[src/cap_params.svh]
`ifndef CAP_PARAMS_SVH
`define CAP_PARAMS_SVH

// ----------------------------------------
// Register addresses
// ----------------------------------------
`define CAP_CTRL_ADDR 8'hd8
`define CAP_ARRAY_MODE_ADDR 8'hd9
`define CAP_MODE_BASE 8'hda
`define CAP_CPL_BASE 8'he9
`define CAP_CNT_LOW_ADDR 8'hf9
`define CAP_CNT_HIGH_ADDR 8'hfa

// ----------------------------------------
// Control and array mode register fields
// ----------------------------------------
`define CAP_CTRL_WRAP_BIT 7
`define CAP_CTRL_RUN_BIT 6
`define CAP_CTRL_RESET 8'h00
`define CAP_ARRAY_WIE_BIT 0

// ----------------------------------------
// Module mode register fields
// ----------------------------------------
`define CAP_MODE_WIDE_BIT 7
`define CAP_MODE_CMPEN_BIT 6
`define CAP_MODE_MATCH_BIT 3
`define CAP_MODE_PWSEL_BIT 1
`define CAP_MODE_FIE_BIT 0
`define CAP_MODE_RESET 8'h00

// ----------------------------------------
// Counter and module figures
// ----------------------------------------
`define CAP_NUM_MODULES 3
`define CAP_CNT_MAX 16'hffff
`define CAP_CNT_RESET 16'h0000
`define CAP_CMP_RESET 16'h0000

`endif

[src/cap_pkg.sv]
`default_nettype none

package cap_pkg;

  // ----------------------------------------
  // State of one compare module
  // ----------------------------------------
  typedef struct packed {
    logic [7:0] mode;
    logic [15:0] cmp;
    logic pin;
  } cap_mod_state_t;

  // ----------------------------------------
  // State of the shared counter and register
  // ----------------------------------------
  typedef struct packed {
    logic [15:0] cnt;
    logic run;
    logic wrap;
    logic [2:0] flag;
    logic wie;
    logic [7:0] rdata;
    logic irq;
  } cap_top_state_t;

endpackage : cap_pkg

`default_nettype wire

[src/cap_counter_array.sv]
// Functional notes
// - Compare value sets how many counter clocks the output stays low per period.
// - Output goes high when counter equals the compare value.
// - Output goes low when the 16-bit counter overflows.
// - Wide mode needs compare enable, pulse width and wide width selects set.
// - With match flag enable, each compare match sets the module event flag.
// - Writing compare low byte clears compare enable.
// - Writing compare high byte sets compare enable.
// - High fraction is (65536 - compare) / 65536; zero gives always high.
// - Compare enable clear holds the output low.
// - Wrap flag, control bit 7, sets when counter rolls over to zero.
// - Wrap flag with wrap interrupt enabled requests the interrupt.
// - Flags are never cleared by hardware; software writes zero.
// - Run bit, control bit 6, stops or starts the counter.
// - Control bits 5 to 3 read zero and ignore writes.
// - Module event flags in bits 2 to 0 set on match.
// - Event flag with flag interrupt enabled requests the shared interrupt.
// - Control register at 0xD8, bit-addressable, resets to zero.
`include "cap_params.svh"
`default_nettype none

module cap_counter_array (
  input wire logic mclk,
  input wire logic resetn,
  input wire logic [7:0] sfr_addr,
  input wire logic sfr_wr,
  input wire logic [7:0] sfr_wdata,
  input wire logic sfr_rd,
  input wire logic sfr_bit_wr,
  input wire logic [2:0] sfr_bit_index,
  input wire logic sfr_bit_value,
  output logic [7:0] sfr_rdata,
  output logic counter_array_irq,
  output logic [2:0] module_output_pin
);

  localparam int NMOD = `CAP_NUM_MODULES;

  cap_pkg::cap_top_state_t st;
  cap_pkg::cap_top_state_t next_st;
  logic step;
  logic wrap;
  logic [15:0] cnt_next;
  logic ctrl_wr;
  logic ctrl_bit_wr;
  logic [NMOD-1:0] wr_mode;
  logic [NMOD-1:0] wr_low;
  logic [NMOD-1:0] wr_high;
  logic [NMOD-1:0] event_set;
  logic [NMOD-1:0] pin;
  logic [NMOD-1:0] fie;
  logic [7:0] mode [NMOD];
  logic [15:0] cmp [NMOD];
  logic [7:0] ctrl_image;
  logic [7:0] rd_value;
  logic [7:0] bit_image;

  // ----------------------------------------
  // Counter stepping
  // ----------------------------------------
  always_comb begin
    step = st.run;
    cnt_next = step ? 16'(st.cnt + 16'h0001) : st.cnt;
    wrap = step && (st.cnt == `CAP_CNT_MAX);
    ctrl_wr = sfr_wr && (sfr_addr == `CAP_CTRL_ADDR);
    ctrl_bit_wr = sfr_bit_wr && (sfr_addr == `CAP_CTRL_ADDR);
  end

  // ----------------------------------------
  // Compare modules
  // ----------------------------------------
  for (genvar i = 0; i < NMOD; i++) begin : g_mod
    assign wr_mode[i] = sfr_wr && (sfr_addr == 8'(`CAP_MODE_BASE + i));
    assign wr_low[i] = sfr_wr && (sfr_addr == 8'(`CAP_CPL_BASE + 2 * i));
    assign wr_high[i] = sfr_wr && (sfr_addr == 8'(`CAP_CPL_BASE + 2 * i + 1));
    assign fie[i] = mode[i][`CAP_MODE_FIE_BIT];
    cap_pwm_module u_mod (
      .mclk(mclk),
      .resetn(resetn),
      .wr_mode(wr_mode[i]),
      .wr_low(wr_low[i]),
      .wr_high(wr_high[i]),
      .wdata(sfr_wdata),
      .step(step),
      .wrap(wrap),
      .cnt_next(cnt_next),
      .pin(pin[i]),
      .event_set(event_set[i]),
      .mode(mode[i]),
      .cmp(cmp[i])
    );
  end

  // ----------------------------------------
  // Control image and read mux
  // ----------------------------------------
  always_comb begin
    ctrl_image = {st.wrap, st.run, 3'b000, st.flag};
    bit_image = ctrl_image;
    bit_image[sfr_bit_index] = sfr_bit_value;
    rd_value = 8'h00;
    if (sfr_addr == `CAP_CTRL_ADDR) begin
      rd_value = ctrl_image;
    end else if (sfr_addr == `CAP_ARRAY_MODE_ADDR) begin
      rd_value = {7'h00, st.wie};
    end else if (sfr_addr == `CAP_CNT_LOW_ADDR) begin
      rd_value = st.cnt[7:0];
    end else if (sfr_addr == `CAP_CNT_HIGH_ADDR) begin
      rd_value = st.cnt[15:8];
    end
    for (int k = 0; k < NMOD; k++) begin
      if (sfr_addr == 8'(`CAP_MODE_BASE + k)) begin
        rd_value = mode[k];
      end
      if (sfr_addr == 8'(`CAP_CPL_BASE + 2 * k)) begin
        rd_value = cmp[k][7:0];
      end
      if (sfr_addr == 8'(`CAP_CPL_BASE + 2 * k + 1)) begin
        rd_value = cmp[k][15:8];
      end
    end
  end

  // ----------------------------------------
  // Next state
  // ----------------------------------------
  always_comb begin
    next_st = st;
    next_st.cnt = cnt_next;
    if (ctrl_wr) begin
      next_st.wrap = sfr_wdata[`CAP_CTRL_WRAP_BIT];
      next_st.run = sfr_wdata[`CAP_CTRL_RUN_BIT];
      next_st.flag = sfr_wdata[2:0];
    end else if (ctrl_bit_wr) begin
      next_st.wrap = bit_image[`CAP_CTRL_WRAP_BIT];
      next_st.run = bit_image[`CAP_CTRL_RUN_BIT];
      next_st.flag = bit_image[2:0];
    end
    if (sfr_wr && sfr_addr == `CAP_ARRAY_MODE_ADDR) begin
      next_st.wie = sfr_wdata[`CAP_ARRAY_WIE_BIT];
    end
    if (wrap) begin
      next_st.wrap = 1'b1;
    end
    next_st.flag = next_st.flag | event_set;
    next_st.irq = (next_st.wrap & next_st.wie)
      | (|(next_st.flag & fie));
    next_st.rdata = sfr_rd ? rd_value : st.rdata;
  end

  // ----------------------------------------
  // State register
  // ----------------------------------------
  always_ff @(posedge mclk or negedge resetn) begin
    if (!resetn) begin
      st <= '{cnt: `CAP_CNT_RESET, run: 1'b0, wrap: 1'b0, flag: 3'b000,
        wie: 1'b0, rdata: `CAP_CTRL_RESET, irq: 1'b0};
    end else begin
      st <= next_st;
    end
  end

  assign sfr_rdata = st.rdata;
  assign counter_array_irq = st.irq;
  assign module_output_pin = pin;

  for (genvar j = 0; j < NMOD; j++) begin : g_chk

  end
endmodule : cap_counter_array

`default_nettype wire

[src/cap_pwm_module.sv]
`include "cap_params.svh"
`default_nettype none

module cap_pwm_module (
  input wire logic mclk,
  input wire logic resetn,
  input wire logic wr_mode,
  input wire logic wr_low,
  input wire logic wr_high,
  input wire logic [7:0] wdata,
  input wire logic step,
  input wire logic wrap,
  input wire logic [15:0] cnt_next,
  output logic pin,
  output logic event_set,
  output logic [7:0] mode,
  output logic [15:0] cmp
);

  cap_pkg::cap_mod_state_t st;
  cap_pkg::cap_mod_state_t next_st;
  logic wide;
  logic match;

  // ----------------------------------------
  // Next state
  // ----------------------------------------
  always_comb begin
    next_st = st;
    wide = st.mode[`CAP_MODE_CMPEN_BIT] & st.mode[`CAP_MODE_PWSEL_BIT]
      & st.mode[`CAP_MODE_WIDE_BIT];
    match = wide & step & (cnt_next == st.cmp);
    event_set = match & st.mode[`CAP_MODE_MATCH_BIT];
    if (wr_mode) begin
      next_st.mode = wdata;
    end
    if (wr_low) begin
      next_st.cmp[7:0] = wdata;
      next_st.mode[`CAP_MODE_CMPEN_BIT] = 1'b0;
    end
    if (wr_high) begin
      next_st.cmp[15:8] = wdata;
      next_st.mode[`CAP_MODE_CMPEN_BIT] = 1'b1;
    end
    if (!wide) begin
      next_st.pin = 1'b0;
    end else if (match) begin
      next_st.pin = 1'b1;
    end else if (wrap) begin
      next_st.pin = 1'b0;
    end
  end

  // ----------------------------------------
  // State register
  // ----------------------------------------
  always_ff @(posedge mclk or negedge resetn) begin
    if (!resetn) begin
      st <= '{mode: `CAP_MODE_RESET, cmp: `CAP_CMP_RESET, pin: 1'b0};
    end else begin
      st <= next_st;
    end
  end

  assign pin = st.pin;
  assign mode = st.mode;
  assign cmp = st.cmp;
endmodule : cap_pwm_module

`default_nettype wire

[config.mk]
export PLATFORM = sky130hd
export DESIGN_NAME = cap_counter_array
export DESIGN_NICKNAME = d
export VERILOG_FILES = /design/src/cap_pkg.sv /design/src/cap_counter_array.sv /design/src/cap_pwm_module.sv
export VERILOG_INCLUDE_DIRS = /design/src
export SDC_FILE = /design/constraint.sdc
export NUM_CORES = 1
export LEC_CHECK = 0
export BUFFER_PORTS_ARGS = -buffer_cell sky130_fd_sc_hd__buf_4
export CORE_AREA = 2 2 132 166
export DETAILED_ROUTE_END_ITERATION = 12
export DIE_AREA = 0 0 134 168
export SLEW_MARGIN = 40
export SYNTH_ARGS = -nofsm -noshare
export SYNTH_HDL_FRONTEND = slang
export SYNTH_HIERARCHICAL = 1
export SYNTH_SLANG_ARGS = --single-unit
export TNS_END_PERCENT = 50
[constraint.sdc]
create_clock -name mclk -period 2.9 [get_ports mclk]
set_input_delay 0.145 -clock mclk [delete_from_list [all_inputs] [get_ports mclk]]
set_output_delay 0.145 -clock mclk [all_outputs]
set_load 0.02 [all_outputs]
* Yosys cells after proc, flatten, opt, wreduce, memory -nomap -nowiden *
Cells that the tools add are included.

cells by class
  $add $sub $neg = 1
  multipliers = 0
  div/mod/pow operators = 0
  $lt $le $gt $ge = 2
  equal/unequal tests = 20
  shift-type cells = 0
  muxes and demuxes = 37
  bitwise logic cells = 19
  reductions and logical operators = 19

operator list
  operator                                                    count
  equality test 8 bit, second input constant                  13
  two-way mux 8 bit                                           13
  equality test 16 bit                                        3
  two-way mux 7 bit                                           3
  adder 16 x 1 -> 16 bit, second input constant               1
  bitwise AND 1 bit                                           16
  equality test 16 bit, second input constant                 1
  two-way mux 1 bit                                           16
  two-way mux 16 bit                                          1
  logical AND 1 bit                                           14
  two-way mux 5 bit                                           2
  nonzero test 3 bit                                          3
  bitwise mux 8 bit                                           1
  inequality test 3 bit, second input constant                2
  less-than comparator 3 x 4 -> 1 bit, second input constant  1
  bitwise AND 3 bit                                           1
  demux 1 bit (select 3 bit)                                  1
  >= comparator 3 x 1 -> 1 bit, second input constant         1
  inequality test 3 x 2 -> 1 bit, second input constant       1
  bitwise OR 3 bit                                            1
  OR reduction 3 bit                                          1
  nonzero test 2 bit                                          1
  bitwise OR 1 bit                                            1

storage, ports and cells
  bits in registers = 106
  latch bits = 0
  bits in writable memories = 0
  ROM bits = 0
  bits of input ports = 25
  output and inout bits = 12
  word-level logic and storage cells = 120
  memories kept = 0

* Logic depth before layout (Yosys ltp) *
Gate-level depths: netlist of the first run.

  word-level depth = 14
  mapped depth = 12
  gate-level depth less buffers = 12

* By module *
The synthesis of the first run kept the hierarchy.

modules (own cells, without submodules)
  module             instances  cells an instance  area an instance (µm²)  sequential area each (µm²)
  cap_pwm_module     3          81                 1122.3                  625.6
  cap_counter_array  1          346                2806.4                  775.7

* Worst setup path before layout of the first run *
OpenSTA, ideal clock, no wires.

  path kind = flip-flop to flip-flop
  start point = register st (netlist bit step)
  end point = register st (netlist bit counter_array_irq)
  setup time = 0.087 ns
  data arrival time = 2.664 ns
  data required time = 2.813 ns
  setup slack = 0.149 ns
  stages on the path, launching flop included = 13
  buffers on the path = 1
  clock period less this slack = 2.751 ns
  cells stage by stage = dfrtp_1 clkbuf_1 nand4_1 nor3_1 nand2_1 xnor2_1 xor2_1 nor4_1 nand3_1 nor3_2 o31ai_1 a31o_2 o211ai_1

RTL lines
  element                 RTL line                  text
  start, declared         cap_counter_array.sv:39   cap_pkg::cap_top_state_t st;
  start signal, assigned  cap_counter_array.sv:156  st <= '{cnt: `CAP_CNT_RESET, run: 1'b0, wrap: 1'b0, flag: 3'b000,
  start signal, assigned  cap_counter_array.sv:159  st <= next_st;

==> flow_summary.yaml, run 1 <==
cts:
  cts_tree: "built"
  clkLatencyLatePin_ps: 350
  cts.sinks: 106
  clock_path_buffers: 2
  clkTransAtPathRegs_ps: 70
  cts_buffers: 9
  cts_root_buffer: "clkbuf_16"
  htreeDepth: 3
timing:
  fmax_mhz: 365
  tightest_slew_ps: 701
  maxSlewViolCount: 0
  min_period_over_period_pct: 94.6
  maxSlewHeadroom_pct: 53.2
  final.min_clock_period_ps: 2740
  setup_viol: 0
  fin_ws_ps: 157
  clock_skew_ps: 8.25
  final-hold-violation-count: 0
yosys:
  yosysUniqueCellTypes: 73
  synth.net_count: 615
  synth_mux_area_share_pct: 13.8
  syn-mean-instance-area_sq_um: 10.5
  synth_edf_count: 0
  synth_common_cells: "dfrtp_1, mux2_2, xor2_1, nand2_1, nor2_1"
  ys_top_cells_by_area: "dfrtp_1, mux2_2, xor2_1"
  synthAdderAreaFrac_pct: 0.203
  ys_ff_latch: 106
  netlist_area_sq_um: 6170
  async_reset_ff_share_pct: 100
  synth_compound_area_share_pct: 13.2
  ys_seq_area_share_pct: 43.0
  yosysWarningCount: 6
  ys.flop_type: "dfrtp_1"
  synth.top_cell.area_share_pct: 43.0
  syn_inst: 589
  synthSimpleGateAreaFrac_pct: 16.3
  synth_top_family_by_area: "simple AND/OR/NAND/NOR gates"
  yosysMostFrequentCell: "dfrtp_1"
  yosysTopAreaCell: "dfrtp_1"
  synth_xor_area_share_pct: 8.94
global_routing:
  grt_pass1_wl_um: 30400
  grt_pass1_vias: 5058
  grt_max_degree: 50
  grt_usage_pct: 18.0
  overflow: 0
  antenna_found_initial: 0
final_layout:
  n_antenna_cell: 0
  design_area_sq_um: 7310
  final_nets: 669
  post-route-util_pct: 34.7
  syn2layout_area_growth_pct: 18.5
  drive_above_1_share_pct: 30.2
  final_cells: 927
drt:
  drtIter0Drc: 524
  wl_met2_um: 9660
  detailroute.via_count: 4975
  drcViolationCount: 0
  routed_wirelength_um: 20200
  routed.top_layer: "met4"
  firstDrtPassIters: 6
  wl_met3_um: 1090
  met1Wirelength_um: 8420
  ant_nets: 0
  viasPerCell: 5.37
  wl_per_cell_um: 21.8
job:
  cap_violations: 0
worst_setup_path:
  ff2ff_setup_slack_ps: 160
  crit_chain: "and4_2, and3_1, and3_1, nand2_1, xnor2_1, buf_4, xor2_1, nor4_1, nand3_1, nor3_4, o31ai_1, a31o_2, o211ai_1"
  start_kind: "flop"
  crit_slowest_cell: "dfrtp_1"
  crit_top_cell: "and3_1"
  cp_max_fo: 4
  crit_path_end_kind: "flop"
  critPathKind: "flop to flop"
  cpPeakStageDelay_ps: 380
  cp.arrival_ps: 3010
  required_ps: 3170
die:
  core_sq_um: 21100
  dieArea_sq_um: 22500
  die-width_um: 134
  start_util_pct: 29.3
  rows: 60
  io_pins: 37
  die_y_um: 168
power_and_ir_drop:
  power_density_nw_per_um2: 469
  power.leakage_nw: 3.47
  ir_worst_vdd_uv: 248
placement:
  place_congestion: 0.966
  placed_cell_area_sq_um: 6880
  placed_cells: 906
  dp_slack_ps: -102
  portBuffers: 36
  dp_hpwl_um: 15200
status:
  status: "completed"
min_path:
  hold_class: "input pin to flop"
## cell families after synthesis
group	Yosys count
fa+ha+maj	1
flops	106
compound gates	117
buf+inv	50
xor+xnor	63
mux	77
simple gates	175
## layer usage
| layer | global-route usage, % | vias to the layer above |
|---|---|---|
| met5 | 0 | - |
| met4 | 9.53 | 0 |
| met3 | 3.04 | 63 |
| met2 | 29.7 | 202 |
| met1 | 22.5 | 2454 |
| li1 | - | 2256 |
## through the flow
stage	hold WS, ps	total power [mW]	TNS (ps)
after CTS	125	3.40	0
after global placement	231	2.26	0
after global routing	131	3.57	-4.78
final	118	3.43	0
after detailed placement	238	2.27	-102
after floorplan	-151	2.01	0
## state kept, by name, summed over array words and instances (netlist names)
| signal | count |
|---|---|
| g_mod.u_mod/pin | 3 |
| sfr_rdata | 8 |
| g_mod.u_mod/mode | 24 |
| ctrl_image | 4 |
| g_mod.u_mod/cmp | 48 |
| st | 17 |
| step | 1 |
| counter_array_irq | 1 |
## final timing paths
check | start | end | depth (start not counted)
max | st[25] | counter_array_irq | 13
min | sfr_wdata[5] | g_mod[2].u_mod/cmp[13] | 2
max reg2reg | st[25] | counter_array_irq | 13
min reg2reg | g_mod[1].u_mod/mode[4] | g_mod[1].u_mod/mode[4] | 1
max in group asynchronous | resetn | g_mod[2].u_mod/mode[6] | 3
min in group asynchronous | resetn | g_mod[2].u_mod/cmp[13] | 2
## timing repair
| action | 4_1_cts | 5_1_grt |
|---|---|---|
| hold endpoints to repair | 47 | 0 |
| endpoints found under the setup margin | 1 | 1 |
| hold buffers | 1 | 0 |
| pin swaps | 0 | 12 |
| gates resized for setup | 4 | 17 |
| buffers inserted | 0 | 4 |
## layout make-up
| cell class | count | area (sq um) |
|---|---|---|
| multi-input combinational | 433 | 3370 |
| timing repair buffer | 83 | 638 |
| clock buffer | 12 | 236 |
| fill | 2130 | 13800 |
| sequential | 106 | 2650 |
| tap | 279 | 349 |
| inverter | 10 | 37.5 |
| clock inverter | 4 | 28.8 |
## critical path: cells and delay by family, from the launching register on
| kind | cells | cell delay (ps) |
|---|---|---|
| buffers and inverters | 1 | 160 |
| XOR/XNOR | 2 | 260 |
| AO/OA/AOI/OAI | 3 | 400 |
| AND/OR/NAND/NOR | 7 | 1460 |
| flip-flops | 1 | 380 |
## layout by cell type (no fill, tap or decap), drive strengths merged, types with 5 or more instances in the layout
cell and n:
a32oi 6, clkbuf 12, o22ai 14, nor2 30
a221oi 6, inv 10, buf 82, nor4 12
mux2i 10, mux2 67, nor3 13, xnor2 14
nand4 6, a22oi 12, dfrtp 106, and2 5
nand2 35, nand3 26, o21ai 29, a21oi 15
xor2 49, nand2b 9, and3 5, nor2b 8
## where the power goes
| part | internal [mW] | switching [mW] | leakage [nW] |
|---|---|---|---|
| Clock | 0.585 | 0.566 | 0.123 |
| Sequential | 1.57 | 0.0904 | 1.44 |
| Combinational | 0.274 | 0.352 | 1.91 |
| Total | 2.42 | 1.01 | 3.47 |
Power figures use the tool's default switching activity.
==> run 2: changes to the inputs <==
CELL_PAD_IN_SITES_DETAIL_PLACEMENT = 2   (was unset)
CELL_PAD_IN_SITES_GLOBAL_PLACEMENT = 2   (was unset)
PLACE_DENSITY_LB_ADDON = 0.1   (was unset)
==> run 2 against run 1 <==
Effect of this change: count of clock-buffer cells in the layout decreased by 2; highest routed layer is now met5; cell area increased by 0.51%; global-route usage rose by 4.7 points; final cell count up 0.11%; critical path depth unchanged; utilization grew 0.18 points; largest cell class unchanged; sequential share of layout area decreased by 0.19 points.
==> flow_summary.yaml, run 2 (synthesized netlist as in run 1, its figures left out) <==
status:
  status: "completed"
drt:
  detailroute.via_count: 4980
  ant_nets: 0
  viasPerCell: 5.37
  wl_per_cell_um: 26.7
  drtIter0Drc: 222
  drcViolationCount: 0
  routed_wirelength_um: 24800
  firstDrtPassIters: 5
min_path:
  hp-start: "sfr_wdata[4]"
  whs_endpoint: "g_mod[0].u_mod/mode[4]"
  whs_path_depth: 2
  hold_class: "input pin to flop"
worst_setup_path:
  cp_max_fo: 4
  required_ps: 3170
  crit_family: "simple AND/OR/NAND/NOR gates"
  critPathBufInv: 2
  crit_path_end_kind: "flop"
  cp.arrival_ps: 3090
  r2r_end: "counter_array_irq"
  crit_chain: "ha_2, nand4_1, buf_4, nor2_1, xor2_1, buf_4, xor2_1, nor4_1, nand3_1, nor3_4, o31ai_1, a31o_2, o211ai_1"
  r2r_start: "st[15]"
  critPathKind: "flop to flop"
  reg2reg_depth: 13
  cpPeakStageDelay_ps: 390
  ff2ff_setup_slack_ps: 80
  start_kind: "flop"
  crit_slowest_cell: "dfrtp_1"
cts:
  clock_path_buffers: 2
  cts_root_buffer: "clkbuf_16"
  clkTransAtPathRegs_ps: 80
  clkLatencyLatePin_ps: 360
  htreeDepth: 3
  cts.sinks: 106
  cts_buffers: 9
  cts_tree: "built"
final_layout:
  drive_above_1_share_pct: 30.7
  final_nets: 670
  final_cells: 928
  n_antenna_cell: 0
  largest_register_ffs: 48
  final_common_cell: "dfrtp_1"
  fillCellCount: 2288
  final_cell_mix: "dfrtp_1, buf_4, mux2_2, xor2_1, nand2_1"
  syn2layout_area_growth_pct: 19.1
placement:
  place_congestion: 0.877
  dp_hpwl_um: 19000
  portBuffers: 36
  placed_cells: 903
die:
  io_pins: 37
  die_y_um: 168
  dieArea_sq_um: 22500
  die-width_um: 134
  core_sq_um: 21100
  start_util_pct: 29.3
  rows: 60
global_routing:
  grt_usage_pct: 22.7
  overflow: 0
  grt_max_degree: 68
  grt_pass1_wl_um: 37300
  grt_pass1_vias: 5707
  antenna_found_initial: 1
timing:
  setup_viol: 0
  fin_hold_ws_ps: 137
  fmax_mhz: 354
  min_period_over_period_pct: 97.3
  clock_skew_ps: 8.49
  final-hold-violation-count: 0
  tightest_slew_ps: 729
  maxSlewHeadroom_pct: 51.2
  final.min_clock_period_ps: 2820
  maxSlewViolCount: 0
  finalSetupTns_ps: 0
  rsz0062_at_grt: "yes"
power_and_ir_drop:
  ir_worst_vdd_uv: 336
  p_total_mw: 3.59
  power.leakage_nw: 3.49
  power_density_nw_per_um2: 489
job:
  cap_violations: 0
==> run 2: repair_timing <==
action / CTS / global route
endpoints found under the setup margin: 1 / 1
gates cloned: 0 / 0
endpoints found under the hold margin: 66 / 0
setup buffers: 1 / 7
gates resized for setup: 3 / 18
pin swaps: 4 / 18
hold buffers: 1 / 0
==> run 2: final cells by class <==
| class | instances | area [sq um] | area share (%) |
|---|---|---|---|
| inverters | 10 | 37.5 | 0.511 |
| clock inverters | 6 | 71.3 | 0.970 |
| flip-flops and latches | 106 | 2650 | 36.1 |
| multi-input cells | 433 | 3360 | 45.7 |
| well taps | 279 | 349 | 4.75 |
| clock buffers | 10 | 229 | 3.11 |
| repair buffers | 84 | 649 | 8.83 |
==> run 2: how the worst max path moves through the flow <==
stage	from	endpoint	slack (ps)	depth (start not counted)
floorplan	step	counter_array_irq	150	12
global placement	st[16]	counter_array_irq	-9	12
detailed placement	st[16]	counter_array_irq	-140	12
CTS	st[16]	counter_array_irq	7	12
global route	step	counter_array_irq	-100	13
finish	st[15]	counter_array_irq	80	13
==> run 2: routing by layer <==
layer	vias to the layer above	global-route usage [%]	part of all wire [%]
met3	39	3.55	3.1
met4	2	7.86	3.5
met1	2584	28.2	43
met5	-	0	0.052
met2	96	39.8	51
li1	2259	-	-
==> run 2: per-stage QoR <==
stage / utilization [%] / setup slack (ps) / instance area [sq um]
3_3_place_gp: 32.5 / -8.87 / 6860
4_1_cts: 34.1 / 7.33 / 7200
3_5_place_dp: 32.5 / -138 / 6860
5_1_grt: 34.9 / -96.3 / 7350
2_1_floorplan: - / 149 / 6170
6_report: 34.9 / 77.2 / 7350
==> run 2: report_power, final <==
| part | switching (mW) | total (mW) | leakage [nW] | internal [mW] |
|---|---|---|---|---|
| sequential | 0.0967 | 1.66 | 1.44 | 1.57 |
| combinational | 0.371 | 0.641 | 1.92 | 0.270 |
| clock | 0.611 | 1.29 | 0.140 | 0.681 |
==> run 3: changes to the inputs <==
clock period = 2.7 ns   (was 2.9 ns; I/O delays follow)
==> run 3 against run 2 <==
Effect of this change: the run now ends with negative setup slack left; clock skew fell by 4.1 ps; combinational power rose by 20%; total power rose by 8.8%; largest cell class unchanged.
==> flow_summary.yaml, run 3 (synthesized netlist as in run 1, its figures left out) <==
timing:
  fin_ws_ps: -125
  fmax_mhz: 354
  setup_viol: 2
  min_period_over_period_pct: 105
  rsz0062_at_grt: "yes"
  final.min_clock_period_ps: 2830
  maxSlewViolCount: 0
  final-hold-violation-count: 0
  clock_skew_ps: 4.41
  tightest_slew_ps: 750
  maxSlewHeadroom_pct: 49.7
min_path:
  whs_path_depth: 2
  hold_class: "input pin to flop"
  hp-start: "sfr_wdata[4]"
worst_setup_path:
  endpoint: "counter_array_irq"
  setup.worst_path.start: "st[16]"
  start_kind: "flop"
  cp_max_fo: 4
  cp.arrival_ps: 3090
  ff2ff_setup_slack_ps: -130
  critPathKind: "flop to flop"
  reg2reg_depth: 13
  required_ps: 2970
  r2r_start: "st[16]"
  crit_path_end_kind: "flop"
  r2r_end: "counter_array_irq"
final_layout:
  final_cell_mix: "dfrtp_1, buf_4, mux2_2, xor2_1, nand2_1"
  design_area_sq_um: 7520
  largest_register_ffs: 48
  drive_above_1_share_pct: 33.7
  syn2layout_area_growth_pct: 21.8
  n_antenna_cell: 0
  final_nets: 693
die:
  start_util_pct: 29.3
  die_y_um: 168
  rows: 60
  io_pins: 37
  die-width_um: 134
  core_sq_um: 21100
  dieArea_sq_um: 22500
job:
  cap_violations: 0
power_and_ir_drop:
  power_density_nw_per_um2: 520
  p_total_mw: 3.91
  ir_worst_vdd_uv: 290
  power.leakage_nw: 3.58
drt:
  detailroute.via_count: 5097
  routed_wirelength_um: 25000
  viasPerCell: 5.37
  ant_nets: 0
  wl_per_cell_um: 26.3
  drtIter0Drc: 273
  firstDrtPassIters: 5
  drcViolationCount: 0
cts:
  cts_root_buffer: "clkbuf_16"
  clock_path_buffers: 2
  htreeDepth: 3
  clkTransAtPathRegs_ps: 70
  cts.sinks: 106
  clkLatencyLatePin_ps: 360
  cts_buffers: 9
  cts_tree: "built"
status:
  status: "finished, violations left"
  violations: "negative setup slack"
global_routing:
  grt_pass1_wl_um: 38300
  grt_usage_pct: 23.2
  overflow: 0
  grt_pass1_vias: 5891
  grt_max_degree: 48
  antenna_found_initial: 0
placement:
  portBuffers: 36
  placed_cell_area_sq_um: 7000
  dp_hpwl_um: 19300
  place_congestion: 0.846
==> run 3: final cells by class <==
type | count | area, sq um
timing repair buffer | 107 | 806
multi-input combinational | 433 | 3380
clock inverter | 4 | 52.6
fill | 2262 | 13600
tap | 279 | 349
clock buffer | 11 | 243
sequential | 106 | 2650
inverter | 10 | 37.5
==> run 3: stage by stage <==
stage | hold slack, ps | util [%] | std cells | TNS (ps) | worst slack (ps)
6_report | 122 | 35.6 | 950 | -190 | -125
5_1_grt | 124 | 35.6 | 950 | -718 | -304
4_1_cts | 114 | 35.6 | 950 | -76.5 | -58.8
3_5_place_dp | 236 | 33.2 | 923 | -767 | -406
3_3_place_gp | 214 | 33.2 | 923 | -174 | -174
2_1_floorplan | -161 | - | 589 | 0 | 69.4
==> run 3: worst min path at each step <==
stage / endpoint
after floorplan: counter_array_irq
after global placement: st[19]
after detailed placement: g_mod[0].u_mod/mode[5]
after CTS: g_mod[0].u_mod/cmp[12]
after global routing: g_mod[0].u_mod/cmp[4]
final: g_mod[0].u_mod/cmp[12]
==> run 3: timing repair <==
item,4_1_cts,5_1_grt
pin swaps,24,1
resized for setup,21,1
setup buffers,12,0
endpoints found under the setup margin,7,5
endpoints found under the hold margin,44,0
hold buffers,1,0
==> run 3: routing by layer <==
layer / GRT usage, % / vias up / wire (um) / part of all wire (%)
li1: - / 2304 / - / -
met1: 28.0 / 2670 / 10400 / 42
met2: 42.2 / 92 / 13100 / 53
met3: 2.83 / 31 / 685 / 2.7
met4: 8.14 / 0 / 720 / 2.9
met5: 0 / - / 0 / 0
==> run 3: power by group <==
part           internal (mW)  switching (mW)
clock network          0.743           0.610
logic                  0.325           0.445
registers               1.68           0.105
==> run 3: worst max-delay path, stage by stage (launching register included) <==
cell      delay (ps)
dfrtp_1          400
ha_2             200
nand4_1          150
nor2_2           200
nand4_1          140
xnor2_1          140
buf_4            160
xor2_1           160
nor4_2           360
nand3_1          240
nor3_2           260
o31a_1           170
a32oi_1           50
o211ai_1         100
